--- config.mk ---
export PLATFORM = sky130hd
export DESIGN_NAME = ssm_status_mode_regs
export DESIGN_NICKNAME = d
export VERILOG_FILES = /design/src/core/ssm_pkg.sv /design/src/core/ssm_sync_if.sv /design/src/core/ssm_pin_sync.sv /design/src/core/ssm_status_mode_regs.sv
export SDC_FILE = /design/constraint.sdc
export NUM_CORES = 1
export LEC_CHECK = 0
export ABC_AREA = 1
export BUFFER_PORTS_ARGS = -buffer_cell sky130_fd_sc_hd__buf_2
export CAP_MARGIN = 20
export CORE_ASPECT_RATIO = 1.4
export CORE_MARGIN = 2
export CORE_UTILIZATION = 30
export CTS_BUF_LIST = sky130_fd_sc_hd__clkbuf_8
export CTS_CLUSTER_SIZE = 30
export DETAILED_ROUTE_END_ITERATION = 8
export GPL_ROUTABILITY_DRIVEN = 0
export PLACE_DENSITY = 0.61
export SLEW_MARGIN = 25
export SYNTH_ARGS = -nofsm -noshare
export SYNTH_HDL_FRONTEND = slang
export SYNTH_SLANG_ARGS = --single-unit
--- constraint.sdc ---
create_clock -name i_clock -period 0.84 [get_ports i_clock]
set_input_delay 0.168 -clock i_clock [delete_from_list [all_inputs] [get_ports i_clock]]
set_output_delay 0.168 -clock i_clock [all_outputs]
set_load 0.005 [all_outputs]
--- src/core/ssm_pkg.sv ---
/*
 * Shared constants for the system status and mode control register pair:
 * register addresses, field positions, reset values and pin sync lanes.
 * Assumes a 16-bit word-addressed peripheral space on the core clock.
 */
package ssm_pkg;

	localparam int ADDR_W = 16;
	localparam int DATA_W = 16;

	// Register addresses, word indexed
	localparam logic [ADDR_W-1:0] MODE_CONTROL_ADDR  = 16'h2015;
	localparam logic [ADDR_W-1:0] SYSTEM_STATUS_ADDR = 16'h2016;
	localparam logic [ADDR_W-1:0] EVENT_STATUS_ADDR  = 16'h2070;
	localparam logic [ADDR_W-1:0] EVENT_MASK_ADDR    = 16'h2071;

	// Mode control fields
	localparam int MODE_LSB         = 4;
	localparam int MODE_MSB         = 6;
	localparam int MODE_RX_SEL_BIT  = 4;
	localparam int MODE_UART_BIT    = 5;
	localparam int MODE_DBL_UPD_BIT = 6;
	localparam logic [MODE_MSB:MODE_LSB] MODE_CONTROL_RESET = 3'h0;

	// System status fields, also the event bit layout
	localparam int STAT_W        = 4;
	localparam int STAT_TRIP_BIT = 0;
	localparam int STAT_WDOG_BIT = 1;
	localparam int STAT_POL_BIT  = 2;
	localparam int STAT_HALF_BIT = 3;
	localparam logic [STAT_W-1:0] EVENT_MASK_RESET = 4'h0;

	// Pin synchroniser lanes
	localparam int SYNC_W     = 5;
	localparam int SYNC_TRIP  = 0;
	localparam int SYNC_POL   = 1;
	localparam int SYNC_RX_A  = 2;
	localparam int SYNC_RX_B  = 3;
	localparam int SYNC_RFS   = 4;
	// Trip and polarity idle high: no trip, active high outputs
	localparam logic [SYNC_W-1:0] SYNC_RESET = 5'h03;

	function automatic logic addr_hit(input logic [ADDR_W-1:0] addr,
	                                  input logic [ADDR_W-1:0] target);
		addr_hit = (addr == target);
	endfunction

endpackage

--- src/core/ssm_sync_if.sv ---
/*
 * Carrier between the register block and its pin synchroniser.
 * Assumes both ends run on the one core clock.
 */
`timescale 1ns/10ps
interface ssm_sync_if #(parameter int WIDTH = 1);
	logic [WIDTH-1:0] async_in;
	logic [WIDTH-1:0] sync_out;
	modport sync_side (input async_in, output sync_out);
	modport user_side (output async_in, input sync_out);
endinterface // ssm_sync_if

--- src/core/ssm_pin_sync.sv ---
/*
 * Three-stage synchroniser for asynchronous pin levels.
 * Assumes inputs may change at any time relative to i_clock.
 */
`timescale 1ns/10ps
module ssm_pin_sync #(
	parameter int               WIDTH       = 1,
	parameter logic [WIDTH-1:0] RESET_VALUE = '0
) (
	input  wire logic i_clock,
	input  wire logic i_resetn,
	ssm_sync_if.sync_side sync_port
);

	logic [WIDTH-1:0] stage1_reg;
	logic [WIDTH-1:0] stage2_reg;
	logic [WIDTH-1:0] stage3_reg;
	logic [WIDTH-1:0] level_reg;

	// First stage feeds only the second
	always_ff @(posedge i_clock or negedge i_resetn) begin
		if (!i_resetn) begin
			stage1_reg <= RESET_VALUE;
			stage2_reg <= RESET_VALUE;
			stage3_reg <= RESET_VALUE;
		end else begin
			stage1_reg <= sync_port.async_in;
			stage2_reg <= stage1_reg;
			stage3_reg <= stage2_reg;
		end
	end

	// A change counts once the last two stages agree
	always_ff @(posedge i_clock or negedge i_resetn) begin
		if (!i_resetn) begin
			level_reg <= RESET_VALUE;
		end else begin
			for (int i = 0; i < WIDTH; i++) begin
				if (stage2_reg[i] == stage3_reg[i]) begin
					level_reg[i] <= stage3_reg[i];
				end
			end
		end
	end

	assign sync_port.sync_out = level_reg;

endmodule // ssm_pin_sync

--- src/core/ssm_status_mode_regs.sv ---
/*
 * Mode control and system status registers with pin steering for the
 * serial port, PWM status mirroring and a small event interrupt unit.
 * Assumes a single-cycle strobe bus master on i_clock, a PWM generator
 * and watchdog on the same clock, and asynchronous pins.
 */
// Decided for this implementation: the strobed register port.
`timescale 1ns/10ps
// Summary of operation
// Status bit 0 mirrors the shutdown pin; one means no trip.
// Status bit 0 low means PWM outputs are held shut down.
// Status bit 1 sets after a watchdog timeout.
// Without a watchdog timeout status bit 1 reads zero.
// Status bit 2 mirrors the polarity pin; one means active high PWM.
// Status bit 3 shows the current PWM half cycle.
// Mode control at 0x2015 holds bits 6 to 4, steering port and PWM.
// System status at 0x2016 shows bits 3 to 0.
// Mode bit 4 picks receive pin B when set, pin A when clear.
// Mode bit 5 gives UART mode: receive tied to frame sync, flag drives ROM reset.
// Mode bit 6 selects the PWM double update mode.
// Writes to the status register change nothing.
module ssm_status_mode_regs
	import ssm_pkg::*;
(
	input  wire logic              i_clock,
	input  wire logic              i_resetn,
	input  wire logic [ADDR_W-1:0] i_address,
	input  wire logic [DATA_W-1:0] i_write_data,
	input  wire logic              i_write_strobe,
	input  wire logic              i_read_strobe,
	output logic      [DATA_W-1:0] o_read_data,
	input  wire logic              i_pwm_shutdown_pin,
	input  wire logic              i_pwm_polarity_pin,
	input  wire logic              i_pwm_half_cycle,
	input  wire logic              i_watchdog_timeout,
	input  wire logic              i_serial_rx_pin_a,
	input  wire logic              i_serial_rx_pin_b,
	input  wire logic              i_serial_rom_reset_pin,
	output logic                   o_serial_rom_reset_pin,
	output logic                   o_serial_rom_reset_pin_oe,
	input  wire logic              i_sport_frame_sync_out,
	input  wire logic              i_sport_frame_sync_oe,
	input  wire logic              i_software_flag_one,
	output logic                   o_internal_receive_input,
	output logic                   o_receive_frame_sync,
	output logic                   o_pwm_shutdown,
	output logic                   o_pwm_active_high,
	output logic                   o_pwm_double_update,
	output logic                   o_uart_mode,
	output logic                   o_interrupt
);

	logic [MODE_MSB:MODE_LSB] mode_control_reg;
	logic                     watchdog_flag_reg;
	logic [STAT_W-1:0]        event_status_reg;
	logic [STAT_W-1:0]        event_status_next;
	logic [STAT_W-1:0]        event_mask_reg;
	logic [STAT_W-1:0]        event_pulse;
	logic [STAT_W-1:0]        system_status;
	logic                     trip_prev_reg;
	logic                     polarity_prev_reg;
	logic                     half_prev_reg;
	logic [DATA_W-1:0]        read_next;
	logic                     trip_level;
	logic                     polarity_level;
	logic                     rx_a_level;
	logic                     rx_b_level;
	logic                     rfs_pin_level;
	logic                     rx_selected;
	logic                     write_mode;
	logic                     write_event_status;
	logic                     write_event_mask;

	ssm_sync_if #(.WIDTH(SYNC_W)) pins_if ();

	// Pins are asynchronous, so every level is filtered first
	assign pins_if.async_in[SYNC_TRIP] = i_pwm_shutdown_pin;
	assign pins_if.async_in[SYNC_POL]  = i_pwm_polarity_pin;
	assign pins_if.async_in[SYNC_RX_A] = i_serial_rx_pin_a;
	assign pins_if.async_in[SYNC_RX_B] = i_serial_rx_pin_b;
	assign pins_if.async_in[SYNC_RFS]  = i_serial_rom_reset_pin;

	ssm_pin_sync #(
		.WIDTH       (SYNC_W),
		.RESET_VALUE (SYNC_RESET)
	) u_pin_sync (
		.i_clock   (i_clock),
		.i_resetn  (i_resetn),
		.sync_port (pins_if.sync_side)
	);

	assign trip_level     = pins_if.sync_out[SYNC_TRIP];
	assign polarity_level = pins_if.sync_out[SYNC_POL];
	assign rx_a_level     = pins_if.sync_out[SYNC_RX_A];
	assign rx_b_level     = pins_if.sync_out[SYNC_RX_B];
	assign rfs_pin_level  = pins_if.sync_out[SYNC_RFS];

	// Status writes ignored
	// Status address is deliberately absent from the write decode
	assign write_mode         = i_write_strobe && addr_hit(i_address, MODE_CONTROL_ADDR);
	assign write_event_status = i_write_strobe && addr_hit(i_address, EVENT_STATUS_ADDR);
	assign write_event_mask   = i_write_strobe && addr_hit(i_address, EVENT_MASK_ADDR);

	// Mode control storage
	always_ff @(posedge i_clock or negedge i_resetn) begin
		if (!i_resetn) begin
			mode_control_reg <= MODE_CONTROL_RESET;
		end else if (write_mode) begin
			mode_control_reg <= i_write_data[MODE_MSB:MODE_LSB];
		end
	end

	// Watchdog flag set
	// Cleared only by reset
	always_ff @(posedge i_clock or negedge i_resetn) begin
		if (!i_resetn) begin
			watchdog_flag_reg <= 1'b0;
		end else if (i_watchdog_timeout) begin
			watchdog_flag_reg <= 1'b1;
		end
	end

	// Status assembly from live levels
	// Polarity pin level
	// PWM half cycle
	always_comb begin
		system_status                = '0;
		system_status[STAT_TRIP_BIT] = trip_level;
		system_status[STAT_WDOG_BIT] = watchdog_flag_reg;
		system_status[STAT_POL_BIT]  = polarity_level;
		system_status[STAT_HALF_BIT] = i_pwm_half_cycle;
	end

	// Edge history for the event unit
	always_ff @(posedge i_clock or negedge i_resetn) begin
		if (!i_resetn) begin
			trip_prev_reg     <= SYNC_RESET[SYNC_TRIP];
			polarity_prev_reg <= SYNC_RESET[SYNC_POL];
			half_prev_reg     <= 1'b0;
		end else begin
			trip_prev_reg     <= trip_level;
			polarity_prev_reg <= polarity_level;
			half_prev_reg     <= i_pwm_half_cycle;
		end
	end

	always_comb begin
		event_pulse                = '0;
		event_pulse[STAT_TRIP_BIT] = trip_prev_reg && !trip_level;
		event_pulse[STAT_WDOG_BIT] = i_watchdog_timeout;
		event_pulse[STAT_POL_BIT]  = polarity_prev_reg ^ polarity_level;
		event_pulse[STAT_HALF_BIT] = half_prev_reg ^ i_pwm_half_cycle;
	end

	// Write one to clear; a new event in the same cycle wins
	always_comb begin
		event_status_next = event_status_reg | event_pulse;
		if (write_event_status) begin
			event_status_next = (event_status_reg & ~i_write_data[STAT_W-1:0]) | event_pulse;
		end
	end

	always_ff @(posedge i_clock or negedge i_resetn) begin
		if (!i_resetn) begin
			event_status_reg <= '0;
		end else begin
			event_status_reg <= event_status_next;
		end
	end

	always_ff @(posedge i_clock or negedge i_resetn) begin
		if (!i_resetn) begin
			event_mask_reg <= EVENT_MASK_RESET;
		end else if (write_event_mask) begin
			event_mask_reg <= i_write_data[STAT_W-1:0];
		end
	end

	// Registered output costs one cycle of interrupt latency
	always_ff @(posedge i_clock or negedge i_resetn) begin
		if (!i_resetn) begin
			o_interrupt <= 1'b0;
		end else begin
			o_interrupt <= |(event_status_reg & event_mask_reg);
		end
	end

	// Read decode, unmapped reads zero
	always_comb begin
		read_next = '0;
		if (addr_hit(i_address, MODE_CONTROL_ADDR)) begin
			read_next[MODE_MSB:MODE_LSB] = mode_control_reg;
		end else if (addr_hit(i_address, SYSTEM_STATUS_ADDR)) begin
			read_next[STAT_W-1:0] = system_status;
		end else if (addr_hit(i_address, EVENT_STATUS_ADDR)) begin
			read_next[STAT_W-1:0] = event_status_reg;
		end else if (addr_hit(i_address, EVENT_MASK_ADDR)) begin
			read_next[STAT_W-1:0] = event_mask_reg;
		end
	end

	// Read data stand for exactly the cycle after the strobe
	always_ff @(posedge i_clock or negedge i_resetn) begin
		if (!i_resetn) begin
			o_read_data <= '0;
		end else if (i_read_strobe) begin
			o_read_data <= read_next;
		end else begin
			o_read_data <= '0;
		end
	end

	// Receive pin select
	assign rx_selected = mode_control_reg[MODE_RX_SEL_BIT] ? rx_b_level : rx_a_level;

	// UART steering of frame sync and ROM reset pin
	always_ff @(posedge i_clock or negedge i_resetn) begin
		if (!i_resetn) begin
			o_internal_receive_input  <= 1'b0;
			o_receive_frame_sync      <= 1'b0;
			o_serial_rom_reset_pin    <= 1'b0;
			o_serial_rom_reset_pin_oe <= 1'b0;
			o_uart_mode               <= 1'b0;
		end else begin
			o_internal_receive_input <= rx_selected;
			o_uart_mode              <= mode_control_reg[MODE_UART_BIT];
			if (mode_control_reg[MODE_UART_BIT]) begin
				o_receive_frame_sync      <= rx_selected;
				o_serial_rom_reset_pin    <= i_software_flag_one;
				o_serial_rom_reset_pin_oe <= 1'b1;
			end else begin
				o_receive_frame_sync      <= rfs_pin_level;
				o_serial_rom_reset_pin    <= i_sport_frame_sync_out;
				o_serial_rom_reset_pin_oe <= i_sport_frame_sync_oe;
			end
		end
	end

	// Trip shutdown
	// Update mode select
	always_ff @(posedge i_clock or negedge i_resetn) begin
		if (!i_resetn) begin
			o_pwm_shutdown      <= 1'b0;
			o_pwm_active_high   <= 1'b1;
			o_pwm_double_update <= 1'b0;
		end else begin
			o_pwm_shutdown      <= !trip_level;
			o_pwm_active_high   <= polarity_level;
			o_pwm_double_update <= mode_control_reg[MODE_DBL_UPD_BIT];
		end
	end
endmodule // ssm_status_mode_regs

[After elaboration in Yosys (flattened, before gate mapping)]
Cells that the tools add are included.
Word-level totals
  output and inout bits: 25
  word-level logic and storage cells: 57
  bits in registers: 59
  input bits: 46
Cells by class
  reductions and logical operators: 6
  eq/ne operators: 9
  multiplexer cells: 11
  bitwise logic cells: 7
Operator list (number)
  $eq A16 B14 Y1 const B: 4
  $mux W4: 5
  $and A4 B4 Y4: 2
  $or A4 B4 Y4: 2
  $mux W7: 1
  $eq A1 B1 Y1: 5
  $logic_and A1 B1 Y1: 4
  $mux W1: 4
  $not A4 Y4: 1
  $reduce_or A4 Y1: 1
  $mux W3: 1
  $xor A1 B1 Y1: 2
  $logic_not A1 Y1: 1

[Logic depth before layout (Yosys ltp)]
  word-level depth: 6
  gate-level depth with buffers: 9
  gate-level depth less buffers: 8

[By module]
A second synthesis with hierarchy kept.
Second synthesis, totals
  cells, all modules: 217
  area, all modules: 2048.2 µm²
Modules (own cells, without submodules)
  ssm_status_mode_regs: seq. area each 753.2 µm², area each 1456.4 µm², times used 1, cells an instance 177
  ssm_pin_sync: seq. area each 510.5 µm², area each 591.8 µm², times used 1, cells an instance 40

[Least setup slack after synthesis]
OpenSTA, ideal clock, no wires.
  kind: input port to flip-flop
  from: input port i_address[9]
  to: register event_status_reg[0]
  data required time: 717 ps
  arrival: 886 ps
  path buffers: 1
  cell stages on the path: 7
  slack: -169 ps
  library setup time: 123 ps
  cells stage by stage: nor2_1 > nand2_1 > nor2_4 > buf_6 > nand3_2 > o21ai_0 > nand2_1
On the way
  longest elaborated chain between the ends: 3
Ends and longest elaborated chain
  start, declared: RTL line ssm_status_mode_regs.sv:27  | input wire logic [ADDR_W-1:0] i_address,
  $eq A16 B14 Y1: RTL line ssm_pkg.sv:45  | addr_hit = (addr == target);
  $logic_and A1 B1 Y1: RTL line ssm_status_mode_regs.sv:101  | assign write_event_status = i_write_strobe && addr_hit(i_address, EVENT_STATUS_ADDR);
  $mux W4: RTL line ssm_status_mode_regs.sv:158  | if (write_event_status) begin
  named net event_status_next[0]: RTL line ssm_status_mode_regs.sv:56  | logic [STAT_W-1:0] event_status_next;
  end signal, assigned: RTL line ssm_status_mode_regs.sv:167  | event_status_reg <= event_status_next;
  end, declared: RTL line ssm_status_mode_regs.sv:55  | logic [STAT_W-1:0] event_status_reg;
The timed path passes the listed nets, and every way through them passes these cells.
A chain may end at the register's enable or synchronous reset.

[Worst setup path after layout]
  from: register o_pwm_active_high
  to: output port o_pwm_active_high
RTL lines
  start, declared: RTL line ssm_status_mode_regs.sv:47  | output logic o_pwm_active_high,
  start signal, assigned: RTL line ssm_status_mode_regs.sv:248  | o_pwm_active_high <= polarity_level;
No word-level cell between the ends.

==> results_dict.tcl <==
set metrics [dict create \
    hold_path.class "in -> reg" \
    regMostFlops "o_read_data" \
    violations "setup timing" \
    maxCapViolCount 0 \
    worstReg2RegEnd "event_status_reg[2]" \
    yosysSeqAreaShare_pct 63.1 \
    hpwlAfterDp_mm 2.93 \
    power_uw 4780 \
    layout_common_cells "buf_2, dfrtp_1, nand2_1" \
    die_w_um 73.0 \
    cp_max_fo 2 \
    dp_cells 340 \
    fin_cells 359 \
    cp_slowest_stage_delay_ps 540 \
    grt_max_degree 51 \
    power_density_nw_per_um2 1630 \
    fp-row-count 35 \
    drc 0 \
    setup_slack_ps -260 \
    port_buffers 52 \
    setup_viol 26 \
    dr.pass1.iters 4 \
    critPathArrivalTime_ps 930 \
    postRouteAntennaNets 0 \
    largest_register_ffs 7 \
    drive_gt1_share_pct 49.1 \
    rr_worst_depth 4 \
    post-place-ws_ps -480 \
    cp-start-kind "register" \
    crit_buf_inv 1 \
    wl_per_cell_um 11.7 \
    syn_to_final_growth_pct 46.6 \
    end_kind "primary output" \
    fin_nets 330 \
    htreeDepth 2 \
    slew_violations 0 \
    synthCells 203 \
    syn_area_um2 2000 \
    antenna_found_initial 0 \
    p_leak_uw 0.00144 \
    ys_seq_elements 50 \
    crit_family "flip-flops" \
    cts_inserted_buffers 5 \
    worstSetupPathType "reg -> out" \
    grt_usage_pct 11.7 \
    pin_count 71 \
    viasPerCell 4.38 \
    rsz0062_at_grt "yes" \
    tns_ps -2400 \
    crit_slowest_cell "dfstp_2" \
    fmax_ghz 0.909 \
    diodes 0 \
    hold_start "i_pwm_half_cycle" \
    cts.clk_slew.worst_paths_ps 90 \
    num_vias 1573 \
    hold_viol 0 \
    r2r-start "o_pwm_active_high" \
    hold-path-cell-count 1 \
    layout_commonest_cell "buf_2" \
    reg2reg_slack_ps -120 \
    cts_root_buffer "clkbuf_8" \
    synth_area_per_cell_um2 9.86 \
    clock-sinks 50 \
    routed_wl_mm 4.20 \
    yosysWarningCount 0 \
    cp.required_ps 670 \
    min_period_over_period_pct 131 \
    holdPathEnd "half_prev_reg" \
    crit_chain "buf_2" \
    clkLatencyLatePin_ps 300 \
    min_period_ps 1100 \
    status "finished, violations left" \
    start_util_pct 30.7 \
    dieArea_um2 7350 \
    tritoncts "yes" \
    chipHeight_um 101 \
    coreArea_um2 6530 \
    worst_ir_drop_vdd_mv 0.766 \
    drtIter0Drc 56 \
    grt_pass1_wl_mm 6.60 \
    clk_path_buf_depth 2 \
    synth_cell_types 22 \
    grt_overflow 0 \
    first_global_vias 1518 \
    finClkSkew_ps 9.19 \
]
[per-stage QoR]
| step | hold WS (ps) | area [um^2] | util, % |
|---|---|---|---|
| 3_5_place_dp | 181 | 2430 | 37.3 |
| 4_1_cts | 3.18 | 2730 | 41.8 |
| 5_1_grt | 1.19 | 2940 | 45.0 |
| 6_report | 10.6 | 2940 | 45.0 |
| 3_3_place_gp | 168 | 2430 | 37.3 |
| 2_1_floorplan | -128 | 2050 | - |
[per-layer routing]
metal  vias up  wire length (um)  share of wire, %  global-route usage [%]
met1       744              1540                37                    13.0
met4         0                93               2.2                    6.27
met2        49              2330                55                    20.2
li1        773                 -                 -                       -
met5         -                 0                 0                       0
met3         7               239               5.7                    2.80
[layout make-up]
type                            count  area, um^2
Tap cell                           74        92.6
Clock buffer                        5        68.8
Multi-Input combinational cell    125         783
Timing Repair Buffer               76         573
Inverter                           26         105
Sequential cell                    50        1260
Clock inverter                      3        47.5
Fill cell                         628        3590
[timing repair]
item                                    4_1_cts  5_1_grt
buffers inserted                              2        3
resized for setup                            30       51
pin swaps                                    18       27
endpoints found under the setup margin       38       40
hold endpoints to repair                     45        0
hold buffers                                  6        0
[worst max-delay path by stage]
stage / endpoint / from / cells past startpoint
4_1_cts: o_pwm_active_high / o_pwm_active_high / 1
6_report: o_pwm_active_high / o_pwm_active_high / 1
3_3_place_gp: event_mask_reg[0] / i_address[13] / 8
5_1_grt: o_pwm_active_high / o_pwm_active_high / 1
3_5_place_dp: event_mask_reg[0] / i_address[13] / 8
2_1_floorplan: event_status_reg[1] / i_address[13] / 8
[synthesized netlist by cell type (all sizes together)]
cell | instances | area share [%]
nor2 | 37 | 7.9
a21boi | 1 | 0.38
a31oi | 1 | 0.31
xnor2 | 2 | 0.88
dfrtp | 40 | 50
o21ai | 11 | 2.7
inv | 26 | 4.9
conb | 1 | 0.19
nand3 | 8 | 2.2
maj3 | 5 | 2.5
nand4 | 5 | 1.6
buf | 10 | 3.9
nand2 | 44 | 8.5
nor3 | 1 | 0.50
or2 | 1 | 0.31
dfstp | 10 | 13
[power breakdown]
part	internal, uW	switching [uW]
Sequential	2520	47.9
Clock	903	810
Combinational	258	235
[kinds of logic after synthesis]
group,synth area share [%]
buffers and inverters,8.81
DFF,63.1
and+or+nand+nor,21.1
AOI/OAI and AO/OA,3.44
xor gates and xnor gates,0.875
adders and majority gates,2.50
other,0.187
Power figures use the tool's default switching activity.
